$ cat src/design/wde_pkg.sv
// constants, register map and types for the watchdog event control block
package wde_pkg;
  // time base
  localparam int unsigned CLK_PERIOD_NS = 20;
  localparam longint unsigned ONE_SECOND_NS = 1000000000;
  localparam int unsigned CYCLES_PER_SECOND = int'(ONE_SECOND_NS / CLK_PERIOD_NS);
  localparam int unsigned SECONDS_PER_MINUTE = 60;

  // register indices; byte address is four times the index
  localparam logic [7:0] IDX_UNITS = 8'h52;
  localparam logic [7:0] IDX_TIMEOUT = 8'h53;
  localparam logic [7:0] IDX_EVSEL = 8'h54;
  localparam logic [7:0] IDX_CTRL = 8'h55;
  localparam logic [7:0] IDX_ISTAT = 8'h60;
  localparam logic [7:0] IDX_IMASK = 8'h61;
  localparam logic [11:0] ADDR_UNITS = {2'b00, IDX_UNITS, 2'b00};
  localparam logic [11:0] ADDR_TIMEOUT = {2'b00, IDX_TIMEOUT, 2'b00};
  localparam logic [11:0] ADDR_EVSEL = {2'b00, IDX_EVSEL, 2'b00};
  localparam logic [11:0] ADDR_CTRL = {2'b00, IDX_CTRL, 2'b00};
  localparam logic [11:0] ADDR_ISTAT = {2'b00, IDX_ISTAT, 2'b00};
  localparam logic [11:0] ADDR_IMASK = {2'b00, IDX_IMASK, 2'b00};

  // field positions
  localparam int EVSEL_JOY = 0;
  localparam int EVSEL_KBD = 1;
  localparam int EVSEL_MOUSE = 2;
  localparam int CTRL_STATUS = 0;
  localparam int CTRL_FORCE = 2;
  localparam int CTRL_KBC_EN = 3;
  localparam int UNITS_SEC = 7;
  localparam int IST_TIMEOUT = 0;
  localparam int IST_RESTART = 1;

  // reset values
  localparam logic [7:0] RST_EVSEL = 8'h00;
  localparam logic [7:0] RST_CTRL = 8'h00;
  localparam logic [7:0] RST_TIMEOUT = 8'h00;
  localparam logic [7:0] RST_UNITS = 8'h00;
  localparam logic [1:0] RST_IRQ = 2'h0;
  localparam logic [31:0] RD_ZERO = 32'h0000_0000;

  typedef enum logic [2:0] {
    WDE_IDLE = 3'b001,
    WDE_COUNT = 3'b010,
    WDE_EXPIRED = 3'b100
  } wde_state_t;
endpackage

$ cat src/design/wde_top.sv
// watchdog event selection, control, timeout counter and apb register file
//
// Added by the designer: the APB register port.
`timescale 1ns/1ps
module wde_top #(
  parameter int unsigned CYC_PER_SEC = wde_pkg::CYCLES_PER_SECOND,
  parameter int unsigned SEC_PER_MIN = wde_pkg::SECONDS_PER_MINUTE
) (
  input wire logic pclk,
  input wire logic presetn,
  input wire logic psel,
  input wire logic penable,
  input wire logic pwrite,
  input wire logic [11:0] paddr,
  input wire logic [31:0] pwdata,
  output logic [31:0] prdata,
  output logic pready,
  output logic pslverr,
  input wire logic game_port_access,
  input wire logic kbd_irq,
  input wire logic mouse_irq,
  input wire logic kbc_reset_request_line,
  output logic watchdog_timeout,
  output logic irq
);
  logic [7:0] evsel_ff;
  logic ctrl_status_ff;
  logic ctrl_kbc_en_ff;
  logic [7:0] timeout_ff;
  logic units_sec_ff;
  logic [1:0] ist_ff;
  logic [1:0] imask_ff;
  logic [31:0] prdata_ff;
  logic pslverr_ff;
  logic [7:0] cnt_ff;
  logic [7:0] nxt_cnt;
  logic [31:0] pre_ff;
  logic [7:0] min_ff;
  wde_pkg::wde_state_t state_ff;
  wde_pkg::wde_state_t nxt_state;

  logic setup;
  logic wr_en;
  logic wr_evsel;
  logic wr_ctrl;
  logic wr_timeout;
  logic wr_units;
  logic wr_istat;
  logic wr_imask;
  logic kbc_level;
  logic kbc_rise;
  logic act_restart;
  logic reload;
  logic [7:0] reload_val;
  logic force_evt;
  logic sec_tick;
  logic unit_tick;
  logic expire;
  logic timeout_evt;
  logic [1:0] ist_set;

  // apb: zero wait states, read data captured in the setup cycle
  assign setup = psel && !penable;
  assign wr_en = psel && penable && pwrite;
  assign wr_evsel = wr_en && (paddr == wde_pkg::ADDR_EVSEL);
  assign wr_ctrl = wr_en && (paddr == wde_pkg::ADDR_CTRL);
  assign wr_timeout = wr_en && (paddr == wde_pkg::ADDR_TIMEOUT);
  assign wr_units = wr_en && (paddr == wde_pkg::ADDR_UNITS);
  assign wr_istat = wr_en && (paddr == wde_pkg::ADDR_ISTAT);
  assign wr_imask = wr_en && (paddr == wde_pkg::ADDR_IMASK);
  assign pready = 1'b1;
  assign prdata = prdata_ff;
  assign pslverr = pslverr_ff;

  always_ff @(posedge pclk or negedge presetn) begin
    if (!presetn) begin
      prdata_ff <= wde_pkg::RD_ZERO;
      pslverr_ff <= 1'b0;
    end else if (setup) begin
      prdata_ff <= wde_pkg::RD_ZERO;
      pslverr_ff <= 1'b0;
      case (paddr)
        wde_pkg::ADDR_EVSEL: begin
          prdata_ff[7:0] <= evsel_ff;
        end
        wde_pkg::ADDR_CTRL: begin
          // force bit and reserved bits always read back as zero
          prdata_ff[wde_pkg::CTRL_STATUS] <= ctrl_status_ff;
          prdata_ff[wde_pkg::CTRL_KBC_EN] <= ctrl_kbc_en_ff;
        end
        wde_pkg::ADDR_TIMEOUT: begin
          prdata_ff[7:0] <= timeout_ff;
        end
        wde_pkg::ADDR_UNITS: begin
          prdata_ff[wde_pkg::UNITS_SEC] <= units_sec_ff;
        end
        wde_pkg::ADDR_ISTAT: begin
          prdata_ff[1:0] <= ist_ff;
        end
        wde_pkg::ADDR_IMASK: begin
          prdata_ff[1:0] <= imask_ff;
        end
        default: begin
          pslverr_ff <= 1'b1;
        end
      endcase
    end
  end

  // event select; only the three documented enables are held
  always_ff @(posedge pclk or negedge presetn) begin
    if (!presetn) begin
      evsel_ff <= wde_pkg::RST_EVSEL;
    end else if (wr_evsel) begin
      evsel_ff <= {5'h00, pwdata[2:0]};
    end
  end

  // timeout value and units
  always_ff @(posedge pclk or negedge presetn) begin
    if (!presetn) begin
      timeout_ff <= wde_pkg::RST_TIMEOUT;
      units_sec_ff <= wde_pkg::RST_UNITS[wde_pkg::UNITS_SEC];
    end else begin
      if (wr_timeout) begin
        timeout_ff <= pwdata[7:0];
      end
      if (wr_units) begin
        units_sec_ff <= pwdata[wde_pkg::UNITS_SEC];
      end
    end
  end

  // control register; bits 7:4 and 1 are not stored, so stray ones do no harm
  always_ff @(posedge pclk or negedge presetn) begin
    if (!presetn) begin
      ctrl_kbc_en_ff <= wde_pkg::RST_CTRL[wde_pkg::CTRL_KBC_EN];
      ctrl_status_ff <= wde_pkg::RST_CTRL[wde_pkg::CTRL_STATUS];
    end else begin
      if (wr_ctrl) begin
        ctrl_kbc_en_ff <= pwdata[wde_pkg::CTRL_KBC_EN];
      end
      // a timeout in the same cycle as a software clear wins
      if (timeout_evt) begin
        ctrl_status_ff <= 1'b1;
      end else if (wr_ctrl) begin
        ctrl_status_ff <= pwdata[wde_pkg::CTRL_STATUS];
      end
    end
  end

  wde_sync u_kbc_sync (
    .pclk(pclk),
    .presetn(presetn),
    .pin_in(kbc_reset_request_line),
    .level(kbc_level),
    .rise(kbc_rise)
  );

  // restart and timeout sources
  assign act_restart = (game_port_access && evsel_ff[wde_pkg::EVSEL_JOY])
    || (kbd_irq && evsel_ff[wde_pkg::EVSEL_KBD])
    || (mouse_irq && evsel_ff[wde_pkg::EVSEL_MOUSE]);
  assign reload = act_restart || wr_timeout;
  // a count write reloads with the new value, not the one it replaces
  assign reload_val = wr_timeout ? pwdata[7:0] : timeout_ff;
  // force bit is independent of the line enable
  assign force_evt = (wr_ctrl && pwdata[wde_pkg::CTRL_FORCE])
    || (kbc_rise && ctrl_kbc_en_ff);

  // prescaler: seconds, then minutes; only runs while counting
  assign sec_tick = (state_ff == wde_pkg::WDE_COUNT) && (pre_ff == CYC_PER_SEC - 1);
  assign unit_tick = sec_tick && (units_sec_ff || (32'(min_ff) == SEC_PER_MIN - 1));
  assign expire = unit_tick && (cnt_ff == 8'h01) && !reload;
  assign timeout_evt = expire || force_evt;

  always_ff @(posedge pclk or negedge presetn) begin
    if (!presetn) begin
      pre_ff <= 32'h0000_0000;
      min_ff <= 8'h00;
    end else if (reload || state_ff != wde_pkg::WDE_COUNT) begin
      pre_ff <= 32'h0000_0000;
      min_ff <= 8'h00;
    end else if (sec_tick) begin
      pre_ff <= 32'h0000_0000;
      if (unit_tick) begin
        min_ff <= 8'h00;
      end else begin
        min_ff <= min_ff + 8'h01;
      end
    end else begin
      pre_ff <= pre_ff + 32'h0000_0001;
    end
  end

  // watchdog state and count; a forced timeout beats a restart in the same cycle
  always_comb begin
    nxt_state = state_ff;
    nxt_cnt = cnt_ff;
    case (state_ff)
      wde_pkg::WDE_IDLE,
      wde_pkg::WDE_COUNT,
      wde_pkg::WDE_EXPIRED: begin
        if (force_evt || expire) begin
          nxt_state = wde_pkg::WDE_EXPIRED;
          nxt_cnt = 8'h00;
        end else if (reload) begin
          nxt_cnt = reload_val;
          if (reload_val == 8'h00) begin
            nxt_state = wde_pkg::WDE_IDLE;
          end else begin
            nxt_state = wde_pkg::WDE_COUNT;
          end
        end else if (unit_tick) begin
          nxt_cnt = cnt_ff - 8'h01;
        end
      end
      default: begin
        nxt_state = wde_pkg::WDE_IDLE;
        nxt_cnt = 8'h00;
      end
    endcase
  end

  always_ff @(posedge pclk or negedge presetn) begin
    if (!presetn) begin
      state_ff <= wde_pkg::WDE_IDLE;
      cnt_ff <= 8'h00;
    end else begin
      state_ff <= nxt_state;
      cnt_ff <= nxt_cnt;
    end
  end

  assign watchdog_timeout = ctrl_status_ff;

  // interrupt status: sticky, write one to clear, new event wins over the clear
  assign ist_set = {act_restart, timeout_evt};
  always_ff @(posedge pclk or negedge presetn) begin
    if (!presetn) begin
      ist_ff <= wde_pkg::RST_IRQ;
      imask_ff <= wde_pkg::RST_IRQ;
    end else begin
      if (wr_istat) begin
        ist_ff <= (ist_ff & ~pwdata[1:0]) | ist_set;
      end else begin
        ist_ff <= ist_ff | ist_set;
      end
      if (wr_imask) begin
        imask_ff <= pwdata[1:0];
      end
    end
  end

  assign irq = |(ist_ff & imask_ff);
endmodule

$ cat src/design/wde_sync.sv
// three-flop pin synchroniser with a one-cycle rising edge pulse
`timescale 1ns/1ps
module wde_sync (
  input wire logic pclk,
  input wire logic presetn,
  input wire logic pin_in,
  output logic level,
  output logic rise
);
  logic s1_ff;
  logic s2_ff;
  logic s3_ff;
  logic lvl_ff;
  logic rise_ff;

  // first flop feeds only the second one
  always_ff @(posedge pclk or negedge presetn) begin
    if (!presetn) begin
      s1_ff <= 1'b0;
      s2_ff <= 1'b0;
      s3_ff <= 1'b0;
    end else begin
      s1_ff <= pin_in;
      s2_ff <= s1_ff;
      s3_ff <= s2_ff;
    end
  end

  // level changes only once flops two and three agree; edge pulse clears itself
  always_ff @(posedge pclk or negedge presetn) begin
    if (!presetn) begin
      lvl_ff <= 1'b0;
      rise_ff <= 1'b0;
    end else begin
      if (s2_ff == s3_ff) begin
        lvl_ff <= s3_ff;
      end
      rise_ff <= (s2_ff == s3_ff) && s3_ff && !lvl_ff;
    end
  end

  assign level = lvl_ff;
  assign rise = rise_ff;
endmodule

$ cat config.mk
export PLATFORM = sky130hd
export DESIGN_NAME = wde_top
export DESIGN_NICKNAME = d
export VERILOG_FILES = /design/src/design/wde_pkg.sv /design/src/design/wde_top.sv /design/src/design/wde_sync.sv
export SDC_FILE = /design/constraint.sdc
export NUM_CORES = 1
export LEC_CHECK = 0
export BUFFER_PORTS_ARGS = -buffer_cell sky130_fd_sc_hd__buf_2
export CORE_MARGIN = 2
export CORE_UTILIZATION = 55
export CTS_BUF_LIST = sky130_fd_sc_hd__clkbuf_4
export DETAILED_ROUTE_END_ITERATION = 7
export GPL_TIMING_DRIVEN = 0
export PLACE_DENSITY = 0.88
export SYNTH_ARGS = -nofsm -noshare
export SYNTH_HDL_FRONTEND = slang
export SYNTH_SLANG_ARGS = --single-unit
$ cat constraint.sdc
create_clock -name pclk -period 4.01 [get_ports pclk]
set_clock_uncertainty 0.1 [all_clocks]
set_input_delay 0.2005 -clock pclk [delete_from_list [all_inputs] [get_ports pclk]]
set_output_delay 0.2005 -clock pclk [all_outputs]
set_load 0.05 [all_outputs]
Word level (Yosys, flattened, before mapping)
Cells that the tools add are included.

storage, ports and cells
  RAM bits = 0
  memory bits (read-only) = 0
  output and inout bits = 36
  latch bits = 0
  logic and storage cells = 102
  memories kept = 0
  bits of input ports = 53
  bits in registers = 83

cells by class
  $add $sub $neg = 3
  shift operators = 0
  reduce and logical (&&, ||, !) cells = 36
  multipliers = 0
  bitwise logic cells = 5
  multiplexer cells = 24
  divide/modulo/power cells = 0
  equality and inequality tests = 16
  order comparisons = 0

operators by type and width
  cell                   number
  $eq 12x9->1 const B    6
  $mux 32                2
  $mux 8                 8
  $add 32x1->32 const B  1
  $eq 32x26->1 const B   1
  $logic_and 1x1->1      20
  $mux 3                 4
  $add 8x1->8 const B    1
  $eq 8x1->1 const B     1
  $eq 8x6->1 const B     1
  $logic_not 8->1        1
  $sub 8x1->8 const B    1
  $logic_or 1x1->1       7
  $pmux 1 s2             3
  $reduce_or 6->1        1
  $pmux 1 s5             1
  $and 2x2->2            2
  $mux 2                 2
  $ne 4x4->1 const B     1
  $or 2x2->2             2
  $pmux 1 s4             1
  $reduce_bool 2->1      2
  $eq 3x1->1 const B     1
  $eq 3x2->1 const B     1
  9 further kinds        13

Logic depth before layout (Yosys ltp)
  depth in word-level cells = 9
  gate-level depth with buffers = 8

By module
From an unflattened synthesis, not the netlist that was laid out.

unflattened totals
  cells, all modules = 480
  area, all modules = 4529.3 µm²

modules (own cells, without submodules)
  module    area an instance (µm²)  instances  sequential area each (µm²)  cells an instance
  wde_top   4370.4                  1          1953.1                      472
  wde_sync  158.9                   1          125.1                       8

Worst setup path after synthesis
Ideal clock, no wire load.

  kind = input-to-reg
  start = in paddr[9]
  end = reg cnt_ff[7]
  required time = 3.789 ns
  stages on the path = 8
  slack = 1.392 ns
  arrival time = 2.397 ns
  path buffers = 2
  path through = or4b_4 or4_4 buf_6 nor2_4 buf_6 mux2_2 a21bo_2 a22o_1

on the way
  elaborated cells between the ends (all ways) = 15
  classes of those cells = 3 x eq/ne; 4 x mux; 8 x reduce/logical

RTL lines
  what                     line            source
  start: declaration       wde_top.sv:14   input wire logic [11:0] paddr,
  $eq 12x9->1              wde_top.sv:67   assign wr_timeout = wr_en && (paddr == wde_pkg::ADDR_TIMEOUT);
  $logic_and 1x1->1        wde_top.sv:67
  $mux 8                   wde_top.sv:166  assign reload_val = wr_timeout ? pwdata[7:0] : timeout_ff;
  named net reload_val[7]  wde_top.sv:54   logic [7:0] reload_val;
  $mux 8                   wde_top.sv:207  end else if (reload) begin
  $mux 8                   wde_top.sv:204  if (force_evt || expire) begin
  $mux 8                   wde_top.sv:200  case (state_ff)
  end signal: assignment   wde_top.sv:231  cnt_ff <= nxt_cnt;
  end: declaration         wde_top.sv:35   logic [7:0] cnt_ff;

The timed path passes the listed nets, and every way through them passes these cells.
A chain may end at the register's enable or synchronous reset.

Final worst setup path
  start = reg pre_ff[0]
  end = reg cnt_ff[7]

on the way
  cells in the longest elaborated chain, start to end = 8
  elaborated cells between the ends (all ways) = 9
  classes of those cells = 2 x eq/ne; 2 x mux; 5 x reduce/logical

RTL lines
  what                             line            source
  start: declaration               wde_top.sv:37   logic [31:0] pre_ff;
  start signal: assignment         wde_top.sv:192  pre_ff <= pre_ff + 32'h0000_0001;
  $eq 32x26->1 *                   wde_top.sv:172  assign sec_tick = (state_ff == wde_pkg::WDE_COUNT) && (pre_ff == CYC_PER_SEC - 1);
  $logic_and 1x1->1 *              wde_top.sv:172
  $logic_and 1x1->1 *              wde_top.sv:173  assign unit_tick = sec_tick && (units_sec_ff || (32'(min_ff) == SEC_PER_MIN - 1));
  $logic_and 1x1->1 (2 in series)  wde_top.sv:174  assign expire = unit_tick && (cnt_ff == 8'h01) && !reload;
  $logic_or 1x1->1                 wde_top.sv:204
  $mux 8                           wde_top.sv:204
  $mux 8                           wde_top.sv:200

Every way passes the cells marked *; elsewhere a longest branch is shown, timed or not.

==> results.json <==
{
  "max_cap_viol_count": 0,
  "yosysSeqAreaShare_pct": 46.8,
  "initial_core_util_pct": 57.2,
  "dr_total_vias": 3701,
  "vdd_drop_max_mv": 0.214,
  "synth.cell_area_mm2": 0.00444,
  "max_freq_ghz": 0.360,
  "cp.arrival_ns": 3.03,
  "holdBufCountCts": 12,
  "insertion_delay_ns": 0.44,
  "cts_tree": "done",
  "fin_hold_ws_ns": 0.0482,
  "finalCritPeriodShare_pct": 69.3,
  "utilization_pct": 66.5,
  "die_height_um": 93.9,
  "yosysWarnings": 0,
  "cts_made_buffers": 9,
  "most-common-layout-cells": "dfrtp_1 (82), nor2_1 (46), buf_2 (44)",
  "firstDrtPassIters": 5,
  "drtIter0Drc": 164,
  "ant_nets": 0,
  "post_drt_wl_per_cell_um": 15.6,
  "cts_root_buf": "clkbuf_4",
  "max_stage_delay_ns": 0.55,
  "drcViolationCount": 0,
  "synth_cell_types": 60,
  "synth-edff-count": 0,
  "worst_pin_slew_ns": 0.976,
  "grt_pass1_vias": 3555,
  "p_leak_nw": 2.35,
  "ys.flop_type": "dfrtp_1",
  "slew_headroom_pct": 34.9,
  "syn_inst": 449,
  "gp_congestion": 0.872,
  "ctsHtreeMaxLevel": 3,
  "place_area_mm2": 0.00488,
  "finalHoldViolCount": 0,
  "end_kind": "register",
  "finalSetupViolCount": 0,
  "worstSetupStartpointType": "register",
  "post_cts_buffers": 0,
  "final_common_cell": "dfrtp_1",
  "routed_wl_um": 10000,
  "viasPerCell": 5.76,
  "grt.overflow.total": 0,
  "ys_ff_latch": 83,
  "hpwl_um": 6990,
  "port_buffers": 39,
  "num_antenna_cells": 0,
  "crit_chain": "ha_1 > and3_1 > nand4_1 > or4_1 > clkbuf_1 > or3_1 > and3_1 > a22o_1",
  "crit_slowest_cell": "or4_1",
  "cts_resized": 0,
  "crit_family": "simple AND/OR/NAND/NOR gates",
  "die_x_um": 93.9,
  "syn_avg_cell_area_um2": 9.90,
  "dieArea_mm2": 0.00882,
  "antenna_found_initial": 0,
  "status": "completed",
  "worstSetupPathType": "reg -> reg",
  "crit_fanout": 5,
  "boundaryPins": 89,
  "coreArea_mm2": 0.00777,
  "grt_pass1_wl_um": 16400,
  "placementRows": 32,
  "hold_path.class": "in -> async",
  "crit_buf_inv": 1,
  "async_reset_ff_share_pct": 100,
  "fin_crit_ns": 2.78,
  "rsz0062_at_grt": "no",
  "cp_data_required_time_ns": 4.26,
  "power_density_mw_per_mm2": 329,
  "cts.sinks": 83,
  "nets": 593,
  "drive_gt1_share_pct": 21.7,
  "cpMostUsedCell": "and3_1",
  "stdcell_area_mm2": 0.00516,
  "setup_tns_ns": 0,
  "slew_violations": 0,
  "syn_to_final_growth_pct": 16.2,
  "grt_start_max_net_pins": 69,
  "power_mw": 1.70,
  "cts_max_path_buffers": 2,
  "cts.clk_slew.worst_paths_ns": 0.13,
  "track_usage_pct": 23.8
}
power breakdown:
group	switching (mW)	internal, mW	total (mW)
sequential	0.0264	0.863	0.889
combinational	0.164	0.0961	0.260
clock	0.284	0.265	0.548
total	0.473	1.22	1.70
routing by layer:
metal | routed length, µm | global-route usage, %
met1 | 4240 | 28.5
met2 | 5090 | 41.4
met3 | 492 | 5.14
met4 | 200 | 10.3
met5 | 0 | 0
Yosys cell counts, types with 2 or more instances:
master | count | share of area [%]
dfrtp_1 | 82 | 46
nor2_1 | 46 | 3.9
nand2_1 | 37 | 3.1
nand3_1 | 29 | 3.3
xor2_1 | 28 | 5.5
buf_4 | 25 | 4.2
mux2_2 | 16 | 4.1
o21ai_0 | 16 | 1.8
and3_1 | 13 | 1.8
a21oi_1 | 10 | 1.1
nand4_1 | 10 | 1.4
nor3_1 | 10 | 1.1
inv_1 | 7 | 0.59
o41ai_1 | 7 | 1.4
and2_1 | 6 | 0.84
buf_2 | 6 | 0.68
clkbuf_1 | 6 | 0.51
nor4_1 | 6 | 0.84
xnor2_1 | 6 | 1.2
ha_1 | 5 | 1.4
a21o_1 | 4 | 0.68
a22oi_1 | 4 | 0.68
and4_1 | 4 | 0.79
nand2b_1 | 4 | 0.56
o2bb2ai_1 | 4 | 0.79
o31ai_1 | 4 | 0.68
a31oi_1 | 3 | 0.42
nor3b_1 | 3 | 0.51
nor4b_1 | 3 | 0.59
o211ai_1 | 3 | 0.51
or2_2 | 3 | 0.42
a221oi_1 | 2 | 0.39
a22o_1 | 2 | 0.39
buf_6 | 2 | 0.51
conb_1 | 2 | 0.17
mux2i_1 | 2 | 0.45
nand3b_1 | 2 | 0.34
nor2b_1 | 2 | 0.28
nor4_2 | 2 | 0.56
o2bb2a_1 | 2 | 0.45
or3_1 | 2 | 0.28
state kept, by name, indices dropped and copies added (netlist names), 2 cells and up:
register	flops
timeout_ff	8
pre_ff	32
prdata	8
ist_ff	2
state_ff	3
imask_ff	2
evsel_ff	3
min_ff	8
cnt_ff	8
cell families after synthesis:
| kind of cell | count (synthesis) | share of synthesized area [%] |
|---|---|---|
| buf+inv | 46 | 6.50 |
| other cells | 2 | 0.169 |
| compound gates | 71 | 11.3 |
| simple gates | 190 | 22.7 |
| xor+xnor | 34 | 6.70 |
| flops | 83 | 46.8 |
| mux | 18 | 4.50 |
| fa+ha+maj | 5 | 1.41 |
area by class of cell:
| class | count | area [µm²] |
|---|---|---|
| Buffer | 39 | 263 |
| Timing Repair Buffer | 52 | 345 |
| Inverter | 7 | 26.3 |
| Tap cell | 102 | 128 |
| Clock inverter | 5 | 77.6 |
| Clock buffer | 11 | 82.6 |
| Fill cell | 594 | 2600 |
| Sequential cell | 83 | 2080 |
| Multi-Input combinational cell | 343 | 2160 |
metrics by stage:
step	worst slack [ns]	instances
final	1.23	642
after global routing	1.04	642
after CTS	1.22	642
after detailed placement	1.14	614
after global placement	1.15	613
after floorplan	1.39	472
path summary, 6_finish.rpt:
check	startpoint	to	slack [ns]	cells after the start
max in group asynchronous	presetn	state_ff[0]	3.12	3
min reg2reg	u_kbc_sync.s1_ff	u_kbc_sync.s2_ff	0.25	0
min	presetn	prdata[5]	0.05	2
min in group pclk	psel	pslverr	0.07	3
max reg2reg	pre_ff[0]	cnt_ff[7]	1.23	8
max	pre_ff[0]	cnt_ff[7]	1.23	8
(Power assumes the default switching activity.)
